$ cat config.mk
export PLATFORM = sky130hd
export DESIGN_NAME = lfc_top
export DESIGN_NICKNAME = d
export VERILOG_FILES = /design/src/shared/lfc_pkg.sv /design/src/shared/lfc_alarm_if.sv /design/src/rtl/lfc_top.sv /design/src/rtl/lfc_alarm_pad.sv
export SDC_FILE = /design/constraint.sdc
export NUM_CORES = 1
export LEC_CHECK = 0
export BUFFER_PORTS_ARGS = -buffer_cell sky130_fd_sc_hd__buf_2
export CAP_MARGIN = 20
export CORE_ASPECT_RATIO = 1.2
export CORE_MARGIN = 2
export CORE_UTILIZATION = 45
export CTS_CLUSTER_SIZE = 16
export DETAILED_ROUTE_END_ITERATION = 12
export PLACE_DENSITY = 0.83
export REMOVE_ABC_BUFFERS = 1
export SYNTH_ARGS = -nofsm -noshare
export SYNTH_HDL_FRONTEND = slang
export SYNTH_SLANG_ARGS = --single-unit
$ cat constraint.sdc
create_clock -name ref_clk -period 1.6 [get_ports ref_clk]
set_input_delay 0.32 -clock ref_clk [delete_from_list [all_inputs] [get_ports ref_clk]]
set_output_delay 0.32 -clock ref_clk [all_outputs]
set_load 0.03 [all_outputs]
$ cat src/shared/lfc_pkg.sv
// lfc_pkg: constants shared by the laser fault configuration block
package lfc_pkg;

    // host command codes and data widths
    localparam int CMD_W = 8;
    localparam int DATA_W = 16;
    localparam int SET_W = 10;
    localparam logic [7:0] CMD_FAULT_SETUP = 8'h13;
    localparam logic [7:0] CMD_BIAS_SET = 8'h20; // bias current setting
    localparam logic [7:0] CMD_MOD_SET = 8'h21; // modulation current setting
    localparam logic [7:0] CMD_STATE = 8'h22; // block state readback

    // fault setup register fields
    localparam int DRV_LSB = 8;
    localparam int DRV_MSB = 9;
    localparam int LOOP_EN_BIT = 7;
    localparam int AUTO_OFF_BIT = 6;
    localparam int POLARITY_BIT = 5;
    localparam int OVERRIDE_BIT = 4;
    localparam int FORCE_BIT = 3;
    localparam int OVERPWR_EN_BIT = 2;
    localparam int UNDERPWR_EN_BIT = 1;
    localparam int OVERCUR_EN_BIT = 0;
    localparam logic [15:0] FAULT_SETUP_MASK = 16'h03ff;
    localparam logic [15:0] FAULT_SETUP_RESET = 16'h00e7;

    // state readback fields
    localparam int ST_TX_EN_BIT = 0;
    localparam int ST_FAULTED_BIT = 1;
    localparam int ST_EN_PIN_BIT = 2;
    localparam int ST_ALARM_BIT = 3;

    // alarm pin drive modes
    typedef enum logic [1:0] {
        LFC_DRV_OD = 2'h0,
        LFC_DRV_OD_WEAK = 2'h1,
        LFC_DRV_OD_STRONG = 2'h2,
        LFC_DRV_PUSH_PULL = 2'h3
    } lfc_drive_e;

    // transmitter state, gray coded along off -> on -> faulted
    typedef enum logic [1:0] {
        LFC_TX_OFF = 2'h0,
        LFC_TX_ON = 2'h1,
        LFC_TX_FAULTED = 2'h3
    } lfc_tx_e;

    // synchroniser depth for pin inputs
    localparam int SYNC_STAGES = 3;

endpackage : lfc_pkg

$ cat src/shared/lfc_alarm_if.sv
// lfc_alarm_if: alarm pin request from the control core to the pad driver
`timescale 1ns/1ps
`default_nettype none
interface lfc_alarm_if;
    import lfc_pkg::*;
    lfc_drive_e drive_mode;
    logic pin_level; // level the pin should show
    modport ctl (output drive_mode, output pin_level);
    modport drv (input drive_mode, input pin_level);
endinterface : lfc_alarm_if
`default_nettype wire

$ cat src/rtl/lfc_top.sv
// lfc_top: fault setup register, fault latch, transmitter enable and alarm pin control
//
// How it works
// - the drive-select field, bits 9:8 reset 00, picks open drain, open drain with weak or strong pull-up, or push-pull.
// - with the loop enable bit 7 set (reset 1) the loop refreshes bias and modulation settings every cycle.
// - with the loop enable bit clear the loop stops and host writes alone set bias and modulation.
// - with auto-shutdown bit 6 set (reset 1) a fault turns the transmitter off at once.
// - with auto-shutdown clear the laser keeps running after a fault; the host drops the enable pin or soft enable.
// - polarity bit 5 (reset 1) makes the alarm pin active high when set, active low when clear.
// - with override bit 4 clear (reset 0) a latched fault drives the alarm pin active.
// - with override set faults still latch but the pin stays inactive unless forced.
// - force bit 3 (reset 0) drives the pin active or inactive, only while override is set.
// - bit 2 (reset 1) enables overpower fault detection.
// - bit 1 (reset 1) enables underpower fault detection.
// - bit 0 (reset 1) enables overcurrent fault detection.
// - the transmitter is on only while the enable pin and soft enable are active and, with auto-shutdown set, no fault holds.
// - a fault always latches the faulted state but stops the transmitter only with auto-shutdown set.
`timescale 1ns/1ps
`default_nettype none
module lfc_top
    import lfc_pkg::*;
#(
    parameter int SET_WIDTH = SET_W
) (
    // clock and reset
    input wire logic ref_clk,
    input wire logic reset,
    // host register access, already framed by the serial interface
    input wire logic [CMD_W-1:0] host_cmd,
    input wire logic host_wr,
    input wire logic [DATA_W-1:0] host_wr_data,
    input wire logic host_rd,
    output logic [DATA_W-1:0] host_rd_data,
    output logic host_rd_valid,
    // transmitter enables
    input wire logic en_pin,
    input wire logic soft_tx_en,
    // raw fault detectors from the analog side
    input wire logic overpower_det,
    input wire logic underpower_det,
    input wire logic overcurrent_det,
    // power loop results
    input wire logic [SET_WIDTH-1:0] loop_bias,
    input wire logic [SET_WIDTH-1:0] loop_mod,
    // laser current settings and status
    output logic [SET_WIDTH-1:0] bias_current_setting,
    output logic [SET_WIDTH-1:0] modulation_current_setting,
    output logic tx_enable,
    output logic faulted,
    // alarm pin
    output logic alarm_o,
    output logic alarm_oe,
    output logic pullup_weak_en,
    output logic pullup_strong_en
);

    // settings live in the low bits of a 16-bit host word; wider ones cannot be written
    if (SET_WIDTH < 1 || SET_WIDTH > DATA_W) begin : g_width_check
        $error("SET_WIDTH must be 1 to 16");
    end

    // ---------------------------------------------------------------
    // pin synchronisers: three stages, change accepted when 2 and 3 agree
    // ---------------------------------------------------------------
    logic [3:0] sync1_q;
    logic [3:0] sync2_q;
    logic [3:0] sync3_q;
    logic [3:0] pins_q;
    wire [3:0] pins_raw = {en_pin, overcurrent_det, underpower_det, overpower_det};
    wire [3:0] pins_agree = ~(sync2_q ^ sync3_q);
    wire [3:0] pins_d = (pins_agree & sync3_q) | (~pins_agree & pins_q);

    // the first stage feeds only the second; detectors glitch near thresholds
    always_ff @(posedge ref_clk) begin
        if (reset) begin
            sync1_q <= 4'h0;
            sync2_q <= 4'h0;
            sync3_q <= 4'h0;
            pins_q <= 4'h0;
        end else begin
            sync1_q <= pins_raw;
            sync2_q <= sync1_q;
            sync3_q <= sync2_q;
            pins_q <= pins_d;
        end
    end

    wire overpower_s = pins_q[0];
    wire underpower_s = pins_q[1];
    wire overcurrent_s = pins_q[2];
    wire en_pin_s = pins_q[3];

    // ---------------------------------------------------------------
    // fault setup register
    // ---------------------------------------------------------------
    logic [DATA_W-1:0] setup_q;
    wire wr_setup = host_wr && (host_cmd == CMD_FAULT_SETUP);
    wire wr_bias = host_wr && (host_cmd == CMD_BIAS_SET);
    wire wr_mod = host_wr && (host_cmd == CMD_MOD_SET);
    wire [DATA_W-1:0] setup_d = wr_setup ? (host_wr_data & FAULT_SETUP_MASK) : setup_q;

    // reserved bits never store, so they read back as zero
    always_ff @(posedge ref_clk) begin
        if (reset) begin
            setup_q <= FAULT_SETUP_RESET;
        end else begin
            setup_q <= setup_d;
        end
    end

    // named views of the fields
    wire loop_en = setup_q[LOOP_EN_BIT];
    wire auto_off = setup_q[AUTO_OFF_BIT];
    wire pol_high = setup_q[POLARITY_BIT];
    wire override = setup_q[OVERRIDE_BIT];
    wire force_lvl = setup_q[FORCE_BIT];
    wire overpwr_en = setup_q[OVERPWR_EN_BIT];
    wire underpwr_en = setup_q[UNDERPWR_EN_BIT];
    wire overcur_en = setup_q[OVERCUR_EN_BIT];

    // ---------------------------------------------------------------
    // bias and modulation settings
    // ---------------------------------------------------------------
    logic [SET_WIDTH-1:0] bias_d;
    logic [SET_WIDTH-1:0] mod_d;

    // loop wins over the host: a host write while the loop runs is never taken
    assign bias_d = loop_en ? loop_bias : (wr_bias ? host_wr_data[SET_WIDTH-1:0] : bias_current_setting);
    assign mod_d = loop_en ? loop_mod : (wr_mod ? host_wr_data[SET_WIDTH-1:0] : modulation_current_setting);

    always_ff @(posedge ref_clk) begin
        if (reset) begin
            bias_current_setting <= '0;
            modulation_current_setting <= '0;
        end else begin
            bias_current_setting <= bias_d;
            modulation_current_setting <= mod_d;
        end
    end

    // ---------------------------------------------------------------
    // fault detection and transmitter state
    // ---------------------------------------------------------------
    wire fault_evt = (overpower_s & overpwr_en)
        | (underpower_s & underpwr_en)
        | (overcurrent_s & overcur_en);
    wire tx_request = en_pin_s & soft_tx_en;

    lfc_tx_e tx_q;
    lfc_tx_e tx_d;

    // faulted clears only once the host drops the request and the fault is gone
    // no repeat-fault counting: a detector that chatters simply latches the fault again
    always_comb begin
        tx_d = tx_q;
        case (tx_q)
            LFC_TX_OFF: begin
                if (fault_evt) begin
                    tx_d = LFC_TX_FAULTED;
                end else if (tx_request) begin
                    tx_d = LFC_TX_ON;
                end
            end
            LFC_TX_ON: begin
                if (fault_evt) begin
                    tx_d = LFC_TX_FAULTED;
                end else if (!tx_request) begin
                    tx_d = LFC_TX_OFF;
                end
            end
            LFC_TX_FAULTED: begin
                if (!tx_request && !fault_evt) begin
                    tx_d = LFC_TX_OFF; // set wins over clear
                end
            end
            default: begin
                tx_d = LFC_TX_OFF;
            end
        endcase
    end

    always_ff @(posedge ref_clk) begin
        if (reset) begin
            tx_q <= LFC_TX_OFF;
        end else begin
            tx_q <= tx_d;
        end
    end

    // without auto-shutdown a faulted laser keeps running while requested
    wire is_faulted = (tx_q == LFC_TX_FAULTED);
    wire tx_on_d = tx_request & (~is_faulted | ~auto_off) & ~(fault_evt & auto_off);

    always_ff @(posedge ref_clk) begin
        if (reset) begin
            tx_enable <= 1'b0;
            faulted <= 1'b0;
        end else begin
            tx_enable <= tx_on_d;
            faulted <= is_faulted;
        end
    end

    // ---------------------------------------------------------------
    // alarm pin level
    // ---------------------------------------------------------------
    wire alarm_active = override ? force_lvl : faulted;
    wire alarm_level = pol_high ? alarm_active : ~alarm_active;

    lfc_alarm_if alarm_req ();
    assign alarm_req.drive_mode = lfc_drive_e'(setup_q[DRV_MSB:DRV_LSB]);
    assign alarm_req.pin_level = alarm_level;

    lfc_alarm_pad u_pad (
        .ref_clk(ref_clk),
        .reset(reset),
        .req(alarm_req),
        .alarm_o(alarm_o),
        .alarm_oe(alarm_oe),
        .pullup_weak_en(pullup_weak_en),
        .pullup_strong_en(pullup_strong_en)
    );

    // ---------------------------------------------------------------
    // host reads, answered one edge after the request
    // ---------------------------------------------------------------
    wire [DATA_W-1:0] state_word = DATA_W'({alarm_active, en_pin_s, faulted, tx_enable});
    wire [DATA_W-1:0] bias_word = DATA_W'(bias_current_setting);
    wire [DATA_W-1:0] mod_word = DATA_W'(modulation_current_setting);
    wire [DATA_W-1:0] rd_sel = (host_cmd == CMD_FAULT_SETUP) ? setup_q :
        (host_cmd == CMD_BIAS_SET) ? bias_word :
        (host_cmd == CMD_MOD_SET) ? mod_word :
        (host_cmd == CMD_STATE) ? state_word : 16'h0000;

    always_ff @(posedge ref_clk) begin
        if (reset) begin
            host_rd_data <= 16'h0000;
            host_rd_valid <= 1'b0;
        end else begin
            host_rd_data <= host_rd ? rd_sel : host_rd_data;
            host_rd_valid <= host_rd;
        end
    end
endmodule : lfc_top
`default_nettype wire

$ cat src/rtl/lfc_alarm_pad.sv
// lfc_alarm_pad: alarm pin driver for open drain and push-pull modes
`timescale 1ns/1ps
`default_nettype none
module lfc_alarm_pad
    import lfc_pkg::*;
(
    // clock and reset
    input wire logic ref_clk,
    input wire logic reset,
    // request from the core
    lfc_alarm_if.drv req,
    // pin signals
    output logic alarm_o,
    output logic alarm_oe,
    output logic pullup_weak_en,
    output logic pullup_strong_en
);

    // decoded drive per mode; open drain only ever pulls low
    wire push_pull = (req.drive_mode == LFC_DRV_PUSH_PULL);
    wire oe_d = push_pull ? 1'b1 : ~req.pin_level;
    wire o_d = push_pull ? req.pin_level : 1'b0;
    wire weak_d = (req.drive_mode == LFC_DRV_OD_WEAK);
    wire strong_d = (req.drive_mode == LFC_DRV_OD_STRONG);

    // registered pad controls; after reset the pin is released and high
    always_ff @(posedge ref_clk) begin
        if (reset) begin
            alarm_o <= 1'b0;
            alarm_oe <= 1'b0;
            pullup_weak_en <= 1'b0;
            pullup_strong_en <= 1'b0;
        end else begin
            alarm_o <= o_d;
            alarm_oe <= oe_d;
            pullup_weak_en <= weak_d;
            pullup_strong_en <= strong_d;
        end
    end
endmodule : lfc_alarm_pad
`default_nettype wire

# Yosys cells after proc, flatten, opt, wreduce, memory -nomap -nowiden

Index checks and enable logic that the tools add are counted.

Muxes and demuxes: 17
Bitwise gates (word level): 22
Reductions and logical operators: 11
Eq/ne operators: 12

Operator list:

| cell                                                             | number |
|---|---|
| 10-bit two-way mux                                               | 7 |
| 8-bit by 6-bit == test with 1-bit output (second input constant) | 3 |
| 2-bit two-way mux                                                | 5 |
| 4-bit AND                                                        | 2 |
| 8-bit by 5-bit == test with 1-bit output (second input constant) | 1 |
| 4-bit inverter                                                   | 2 |
| 1-bit AND                                                        | 7 |
| 2-bit == test (second input constant)                            | 3 |
| 3-bit != test (second input constant)                            | 2 |
| 1-bit inverter                                                   | 6 |
| 2-bit one-hot mux with 3 select lines                            | 1 |
| 2-bit by 1-bit == test with 1-bit output (second input constant) | 2 |
| 1-bit logical AND                                                | 4 |
| 4-bit two-way mux                                                | 1 |
| 4-bit OR                                                         | 1 |
| 2-bit nonzero test                                               | 2 |
| 4-bit XOR                                                        | 1 |
| 1-bit two-way mux                                                | 3 |
| 1-bit OR                                                         | 3 |
| 3-bit AND reduction                                              | 1 |
| 1-bit logical NOT                                                | 2 |
| 2-bit logical NOT                                                | 1 |
| 2-bit by 1-bit != test with 1-bit output (second input constant) | 1 |
| 2-bit OR reduction                                               | 1 |

Word-level logic and storage cells: 78
Bits in registers: 71
Bits of input ports: 53
Output and inout bits: 43

# Logic depth before layout (Yosys ltp)

Gate-level depths: netlist of run 1.

Depth after elaboration: 7
Gate-level depth with buffers: 6
Depth with buffers taken out: 4

# Cells and area by module

From an unflattened synthesis of run 1, not the netlist that was laid out.

Cell total of the unflattened synthesis: 295
Area, all modules: 2738.9 um^2

Modules (own cells, without submodules):

| module        | sequential area each (um^2) | cells an instance | times used | area an instance (um^2) |
|---|---|---|---|---|
| lfc_top       | 1221.2                      | 286               | 1          | 2625.0 |
| lfc_alarm_pad | 80.1                        | 9                 | 1          | 113.9 |

# Worst setup path before layout of run 1

Ideal clock, no wire load.

Path type: input to register
Start: input port host_cmd[0]
End: register bias_current_setting[8]
Setup time: 0.104 ns
Stages: 6
Required time: 1.496 ns
Path buffers: 2
Arrival: 1.488 ns
Slack: 0.008 ns
Cell sequence: buf_4 -> nor4b_4 -> and3_1 -> buf_2 -> nor3_1 -> a2111oi_2

Longest elaborated chain between the ends: 3

Ends and longest elaborated chain:

| what                                     | RTL line       | RTL |
|---|---|---|
| start: declaration                       | lfc_top.sv:29  | `input wire logic [CMD_W-1:0] host_cmd,` |
| 8-bit by 6-bit == test with 1-bit output | lfc_top.sv:98  | `wire wr_bias = host_wr && (host_cmd == CMD_BIAS_SET);` |
| 1-bit logical AND                        | lfc_top.sv:98  |  |
| 2-bit nonzero test (no source line)      | --             |  |
| end signal: assignment                   | lfc_top.sv:136 | `bias_current_setting <= bias_d;` |
| end: declaration                         | lfc_top.sv:46  | `output logic [SET_WIDTH-1:0] bias_current_setting,` |

No other way between the ends.
A chain may end at the register's enable or synchronous reset.

# Worst setup path in the final report of run 1

Start: input port host_cmd[7]
End: register modulation_current_setting[1]

Longest elaborated chain between the ends: 3

Ends and longest elaborated chain:

| what                                     | RTL line       | RTL |
|---|---|---|
| 8-bit by 6-bit == test with 1-bit output | lfc_top.sv:99  | `wire wr_mod = host_wr && (host_cmd == CMD_MOD_SET);` |
| 1-bit logical AND                        | lfc_top.sv:99  |  |
| 2-bit nonzero test (no source line)      | --             |  |
| end signal: assignment                   | lfc_top.sv:137 | `modulation_current_setting <= mod_d;` |
| end: declaration                         | lfc_top.sv:47  | `output logic [SET_WIDTH-1:0] modulation_current_setting,` |

No other way between the ends.

==> results by group, run 1 <==
Clock tree
  • Clk sinks: 65
  • Clock-pin slew on the worst setup and hold paths: ~0.070 ns
  • PostCTS Resize Cnt: 0
  • Clock root buffer: clkbuf_8
  • Setup bufs post-CTS: 0
  • Max clock buf depth: 2
  • Worst skew pair latency: 0.35 ns
  • CTS tree: built
  • Number of hold buffers added after CTS: 0
  • CTS H-tree depth: 3
  • CTS Buf Count: 9

STA
  • Final worst setup slack: 0.197 ns
  • Final Hold Vio Count: 0
  • Final Cycle Share: roughly 88%
  • Final setup vio count: 0
  • Final min period: 1.40 ns
  • Worst slew pin tran: 0.683 ns
  • RSZ-0062 raised after global routing: false
  • Fin. max-slew vios: 0
  • Achievable Freq: 713 MHz
  • Max Clock Skew: 0.0143 ns
  • Relative max-transition margin: 54.3%

Layout
  • Area grow syn2layout: 29.3%
  • Fillers: 535
  • Final net count: between 400 and 500
  • Ant diodes: 0
  • Non-Filler Instances: 480
  • Share of layout cells above drive strength 1: 37.7%

Global route
  • First-pass GRT wire length: 12.3 mm
  • Vias in the first global route: ~2,600
  • GRT Max-Usage Layer: met2
  • Grt met2 use: a little over a third
  • Met3 Use GR: 6.00%
  • GRT Util Overall: 22.6%
  • Grt ovf: 0
  • Largest net degree at the start of global routing: between 60 and 70
  • Initial antenna violation count: 0
  • M1 GR Usage: 27.0%

Die
  • Row count: 31
  • Die Span Y: 90.6 µm
  • Die area: 6900 µm²
  • Die width: about 76 µm
  • Initial Util: 46.4%
  • CORE AREA: 6050 µm²
  • # IOs: 96

Pwr
  • Clock network fraction of design power: 41.2%
  • Tot Pwr: 3490 µW
  • P per Cell Area: just under 1000 nW/µm²
  • Sequential fraction of design power: 48.4%
  • Gate power share: 10.4%
  • P_leak: 0.00161 µW
  • NetSw: 882 µW
  • Sw Share: 25.2%
  • Cell Int Power: 2610 µW
  • Max IR drop VDD: 0.000443 V

Worst setup path
  • Crit path kind: input pin to flip-flop
  • Worst path required time: roughly 1.8 ns
  • Crit-path leading delay family: simple AND/OR/NAND/NOR gates
  • Crit path launch: host_cmd[7]
  • R2R Path Start: setup_q[2]
  • Crit path cell chain: buf_2 > nor4_4 > and4_1 > buf_12 > nor3_1 > a2111oi_2
  • Worst path max stage delay: 0.37 ns
  • Worst path bufs/invs: 2
  • Endpoint class of the critical path: flip-flop
  • CP max-delay cell: nor4_4
  • WP data arrival: 1.64 ns
  • Worst-path fanout max: 9
  • Worst setup SP type: input pin

Yosys
  • Synth Flop Type: dfxtp_1
  • FFs w/ async S/R, synth: 0%
  • Sequential area share after synthesis: between 40% and 50%
  • Mean Syn Cell Area: between 9 and 10 µm²
  • Synth unique cells: 36
  • EDFF count, synth: 0
  • Post-synthesis cell area: 2810 µm²
  • Yosys warnings: 0
  • Synth Register Bits: 65
  • Post-Syn Instances: 295

Detailed routing
  • Vias: 2,578
  • Routed WL: 7.43 mm
  • Vias per cell: roughly 5.4
  • Routed Antenna Nets: 0
  • Iter 0 DRT Violations: 206
  • Drt pass-1 iters: 4
  • Post-route DRC: 0
  • Drt wl/cell: 15.5 µm

Worst hold path
  • Worst Hold Launch: en_pin
  • Hold Crit Class: input pin to flip-flop

Place
  • Pre-CTS setup slack: -0.149 ns
  • Placed cell count: 464
  • Port buffer count: 83
  • RePlAce Congestion: just over 0.9
  • Hpwl dp: 5.31 mm

Flow run
  • Max cap viols: 0

Run status
  • Status: finished, final reports clean
## cell usage in the layout, fill, tap and decap left out, types with 4 or more instances in the layout
cell type,count
o21ai_0,13
a211o_1,6
clkbuf_8,11
nor3_1,40
buf_4,21
a21oi_1,7
buf_2,83
nand3_1,4
nand2_1,15
mux2i_1,5
a2111oi_2,20
inv_1,27
mux2_2,6
a22oi_1,11
dfxtp_1,64
conb_1,6
nor2b_1,16
nor2_1,14
## power groups by stage
stage	logic, µW	registers [µW]	clock network, µW
2_1_floorplan	123	1780	0
3_3_place_gp	350	1730	0
5_1_grt	390	1700	1550
6_report	363	1690	1440
4_1_cts	362	1690	1460
3_5_place_dp	360	1730	0
## synth_stat cells (2+ instances only)
cell type | n | area, µm²
dfxtp_1 | 65 | 1300
nor3_1 | 40 | 200
inv_1 | 27 | 101
a2111oi_2 | 20 | 300
nor2b_1 | 16 | 100
nand2_1 | 15 | 56.3
nor2_1 | 14 | 52.6
clkbuf_1 | 13 | 48.8
o21ai_0 | 13 | 65.1
a22oi_1 | 11 | 82.6
a21oi_1 | 7 | 35.0
buf_4 | 7 | 52.6
a211o_1 | 6 | 52.6
mux2_2 | 6 | 67.6
mux2i_1 | 5 | 50.1
nand3_1 | 4 | 20.0
buf_2 | 3 | 15.0
a21o_1 | 2 | 15.0
a222oi_1 | 2 | 20.0
a32o_1 | 2 | 20.0
nor3b_1 | 2 | 15.0
## worst paths after layout
path                                   endpoint  slack (ns)  cells past startpoint
hold / removal                       sync1_q[3]        0.18                      2
hold reg to reg                      sync2_q[1]        0.44                      1
setup / recovery  modulation_current_setting[1]        0.20                      6
setup reg to reg                      tx_enable        0.36                      3
## state kept, by name, summed over array words and instances, names as in the netlist, named ones only
name	flops
u_pad.alarm_oe	1
tx_enable	1
u_pad.alarm_o	1
modulation_current_setting	10
host_rd_valid	1
u_pad.pullup_strong_en	1
bias_current_setting	10
sync2_q	4
host_rd_data	10
sync1_q	4
u_pad.pullup_weak_en	1
tx_q	2
sync3_q	4
faulted	1
setup_q	10
## kinds of logic (layout without fill, tap and decap cells)
| logic type | after synthesis | after routing | share of synthesized area [%] |
|---|---|---|---|
| DFF | 65 | 65 | 46.3 |
| and+or+nand+nor | 100 | 100 | 19.4 |
| muxes | 11 | 11 | 4.19 |
| xor gates and xnor gates | 1 | 1 | 0.312 |
| other | 1 | 6 | 0.133 |
| buffers and inverters | 51 | 149 | 7.88 |
| AOI/OAI and AO/OA | 66 | 66 | 21.8 |
## layout make-up
cell class | instances | area (µm²) | share of cell area [%]
multi-input cells | 184 | 1310 | 36.0
flip-flops and latches | 65 | 1300 | 35.9
repair buffers | 106 | 613 | 16.9
clock buffers | 12 | 155 | 4.27
well taps | 82 | 103 | 2.82
inverters | 27 | 101 | 2.79
clock inverters | 4 | 51.3 | 1.41
## worst reg2reg max path: cells and delay by family (launching register included)
| kind | cells | cell delay [ns] |
|---|---|---|
| AO/OA/AOI/OAI | 2 | 0.71 |
| flip-flops | 1 | 0.34 |
| AND/OR/NAND/NOR | 1 | 0.10 |
## per-stage QoR
| stage | util (%) | instance area, µm² | setup TNS (ns) | hold slack (ns) |
|---|---|---|---|---|
| floorplan | - | 2710 | -12.93 | 0.389 |
| global placement | 56.6 | 3430 | -1.26 | 0.419 |
| detailed placement | 56.6 | 3430 | -2.42 | 0.433 |
| CTS | 60.0 | 3630 | 0 | 0.169 |
| global route | 60.0 | 3630 | 0 | 0.182 |
| finish | 60.0 | 3630 | 0 | 0.177 |
## per-layer routing
| layer | vias to the layer above | wire length, µm |
|---|---|---|
| met5 | - | 0 |
| met3 | 28 | 455 |
| met2 | 86 | 3630 |
| met1 | 1220 | 3050 |
| met4 | 0 | 289 |
| li1 | 1244 | - |
No activity file was read; power rests on OpenSTA's default activity.
==> run 2, diff against run 1 <==
--- a/config.mk
+++ b/config.mk
@@ -14,2 +14,3 @@
 export DETAILED_ROUTE_END_ITERATION = 12
+export GPL_TIMING_DRIVEN = 0
 export PLACE_DENSITY = 0.83
--- a/constraint.sdc
+++ b/constraint.sdc
@@ -3,2 +3,2 @@
 set_output_delay 0.32 -clock ref_clk [all_outputs]
-set_load 0.03 [all_outputs]
+set_load 0.005 [all_outputs]
==> run 2 against run 1 <==
Compared with the run above: register-to-register slack worse by 0.11 ns; clock skew fell by 0.0087 ns; wire length is 9.0% lower; worst hold slack better by 0.0069 ns; first-iteration DRC count up 6.3%; total power shrank 3.6%; fmax fell by 7.1%; critical path depth down 1; sequential cell count unchanged; core utilization down 1.9 points; non-clock buffer count shrank 18; clock power is essentially flat; largest cell class unchanged; highest routed layer unchanged.
==> results by group, run 2 (same netlist as run 1, synthesis figures left out) <==
Clock tree
  • Clock root buffer: clkbuf_8
  • Clk sinks: between 60 and 70
  • Worst skew pair latency: between 0.3 and 0.4 ns
  • CTS Buf Count: 9
  • CTS H-tree depth: 3
  • Number of hold buffers added after CTS: 0
  • Clock-pin slew on the worst setup and hold paths: 0.07 ns
  • Max clock buf depth: 2
  • CTS tree: built

STA
  • Setup TNS: 0 ns
  • Final Cycle Share: about 94%
  • Max Clock Skew: 0.00557 ns
  • Final worst setup slack: 0.0903 ns
  • Relative max-transition margin: approximately 54%
  • Final Hold Vio Count: 0
  • Final min period: 1.51 ns
  • Achievable Freq: roughly 660 MHz
  • Worst slew pin tran: 0.684 ns
  • RSZ-0062 raised after global routing: false
  • Final setup vio count: 0
  • Fin. max-slew vios: 0

Place
  • Port buffer count: 83
  • RePlAce Congestion: about 0.84
  • Placed cell count: around 440
  • Pre-CTS setup slack: -0.682 ns
  • Hpwl dp: 4.71 mm

Layout
  • Non-Filler Instances: 462
  • Area grow syn2layout: 25.1%
  • Ant diodes: 0
  • Fillers: 542
  • Final net count: 428
  • Share of layout cells above drive strength 1: about 36%
  • Most common cell after layout, fill and taps aside: buf_2
  • Leading cell types in the layout, fill and taps excluded: buf_2 (82), dfxtp_1 (64), nor3_1 (40)
  • Area of the multi-input gates: 1330 µm²
  • Seq. cell area: 1310 µm²

Worst setup path
  • Worst path required time: 1.83 ns
  • Worst-path fanout max: 10
  • Crit path kind: input pin to flip-flop
  • Worst setup SP type: input pin
  • WP data arrival: 1.74 ns
  • Endpoint class of the critical path: flip-flop

Global route
  • GRT Max-Usage Layer: met2
  • Met3 Use GR: 5.40%
  • Grt ovf: 0
  • GRT Util Overall: 20.1%
  • Initial antenna violation count: 0
  • Largest net degree at the start of global routing: 56
  • M1 GR Usage: 24.4%
  • First-pass GRT wire length: about 11 mm
  • Grt met2 use: approximately a third
  • Vias in the first global route: 2,319

Worst hold path
  • Hold Crit Class: input pin to flip-flop

Detailed routing
  • Iter 0 DRT Violations: 219
  • Routed WL: ~6.8 mm
  • Vias per cell: about 5.4
  • Drt pass-1 iters: 5
  • Drt wl/cell: about 15 µm
  • Vias: 2,482
  • Routed Antenna Nets: 0
  • Post-route DRC: 0

Die
  • Row count: 31
  • Die area: between 6000 and 7000 µm²
  • Initial Util: 46.4%
  • # IOs: between 90 and 100
  • Die width: 76.1 µm
  • CORE AREA: 6050 µm²
  • Die Span Y: 90.6 µm

Flow run
  • Max cap viols: 0

Run status
  • Status: finished, final reports clean

Pwr
  • Max IR drop VDD: 0.000580 V
  • P per Cell Area: 958 nW/µm²
  • P_leak: 0.00151 µW
-- run 2: stage by stage --
stage	hold slack (ns)	utilization (%)	area, µm²	total power, µW
6_report	0.184	58.1	3510	3370
4_1_cts	0.178	57.6	3480	3380
2_1_floorplan	0.389	-	2710	1830
5_1_grt	0.196	58.1	3510	3500
3_3_place_gp	0.416	53.3	3230	1980
3_5_place_dp	0.421	53.7	3250	1990
-- run 2: path summary, 6_finish.rpt --
path                                     start                            end  slack (ns)  cells after the start
worst min register to register      sync1_q[0]                     sync2_q[0]        0.44                      1
worst max-delay path               host_cmd[0]  modulation_current_setting[2]        0.09                      5
worst max register to register      setup_q[7]        bias_current_setting[4]        0.25                      3
worst min-delay path            underpower_det                     sync1_q[1]        0.18                      2
-- run 2: power breakdown --
group	leakage [µW]	internal, µW	switching (µW)
Clock	0.0000985	763	651
Combinational	0.000884	130	135
Sequential	0.000532	1660	29.4
-- run 2: layout make-up --
| type | count | area share, % |
|---|---|---|
| Clock inverter | 6 | 1.92 |
| Multi-Input combinational cell | 184 | 37.9 |
| Clock buffer | 10 | 3.92 |
| Timing Repair Buffer | 88 | 13.3 |
| Inverter | 27 | 2.88 |
| Tap cell | 82 | 2.92 |
| Sequential cell | 65 | 37.1 |
-- run 2: critical path, cell delays in order --
cell       delay (ns)
buf_2            0.24
nor2b_1          0.41
and4_4           0.39
nor3_1           0.08
a2111oi_2        0.29
-- run 2: per-layer routing --
metal,share of wire [%],up-vias,routed length [µm]
li1,-,1211,-
met1,43,1171,2890
met2,49,79,3310
met3,4.9,21,328
met4,3.5,0,234
met5,0,-,0
-- run 2: timing repair --
| action | in CTS | in global routing |
|---|---|---|
| gates resized for setup | 6 | 4 |
| hold endpoints to repair | 0 | 0 |
| setup endpoints to repair | 36 | 29 |
| pin swaps | 1 | 1 |
| buffers inserted | 2 | 2 |
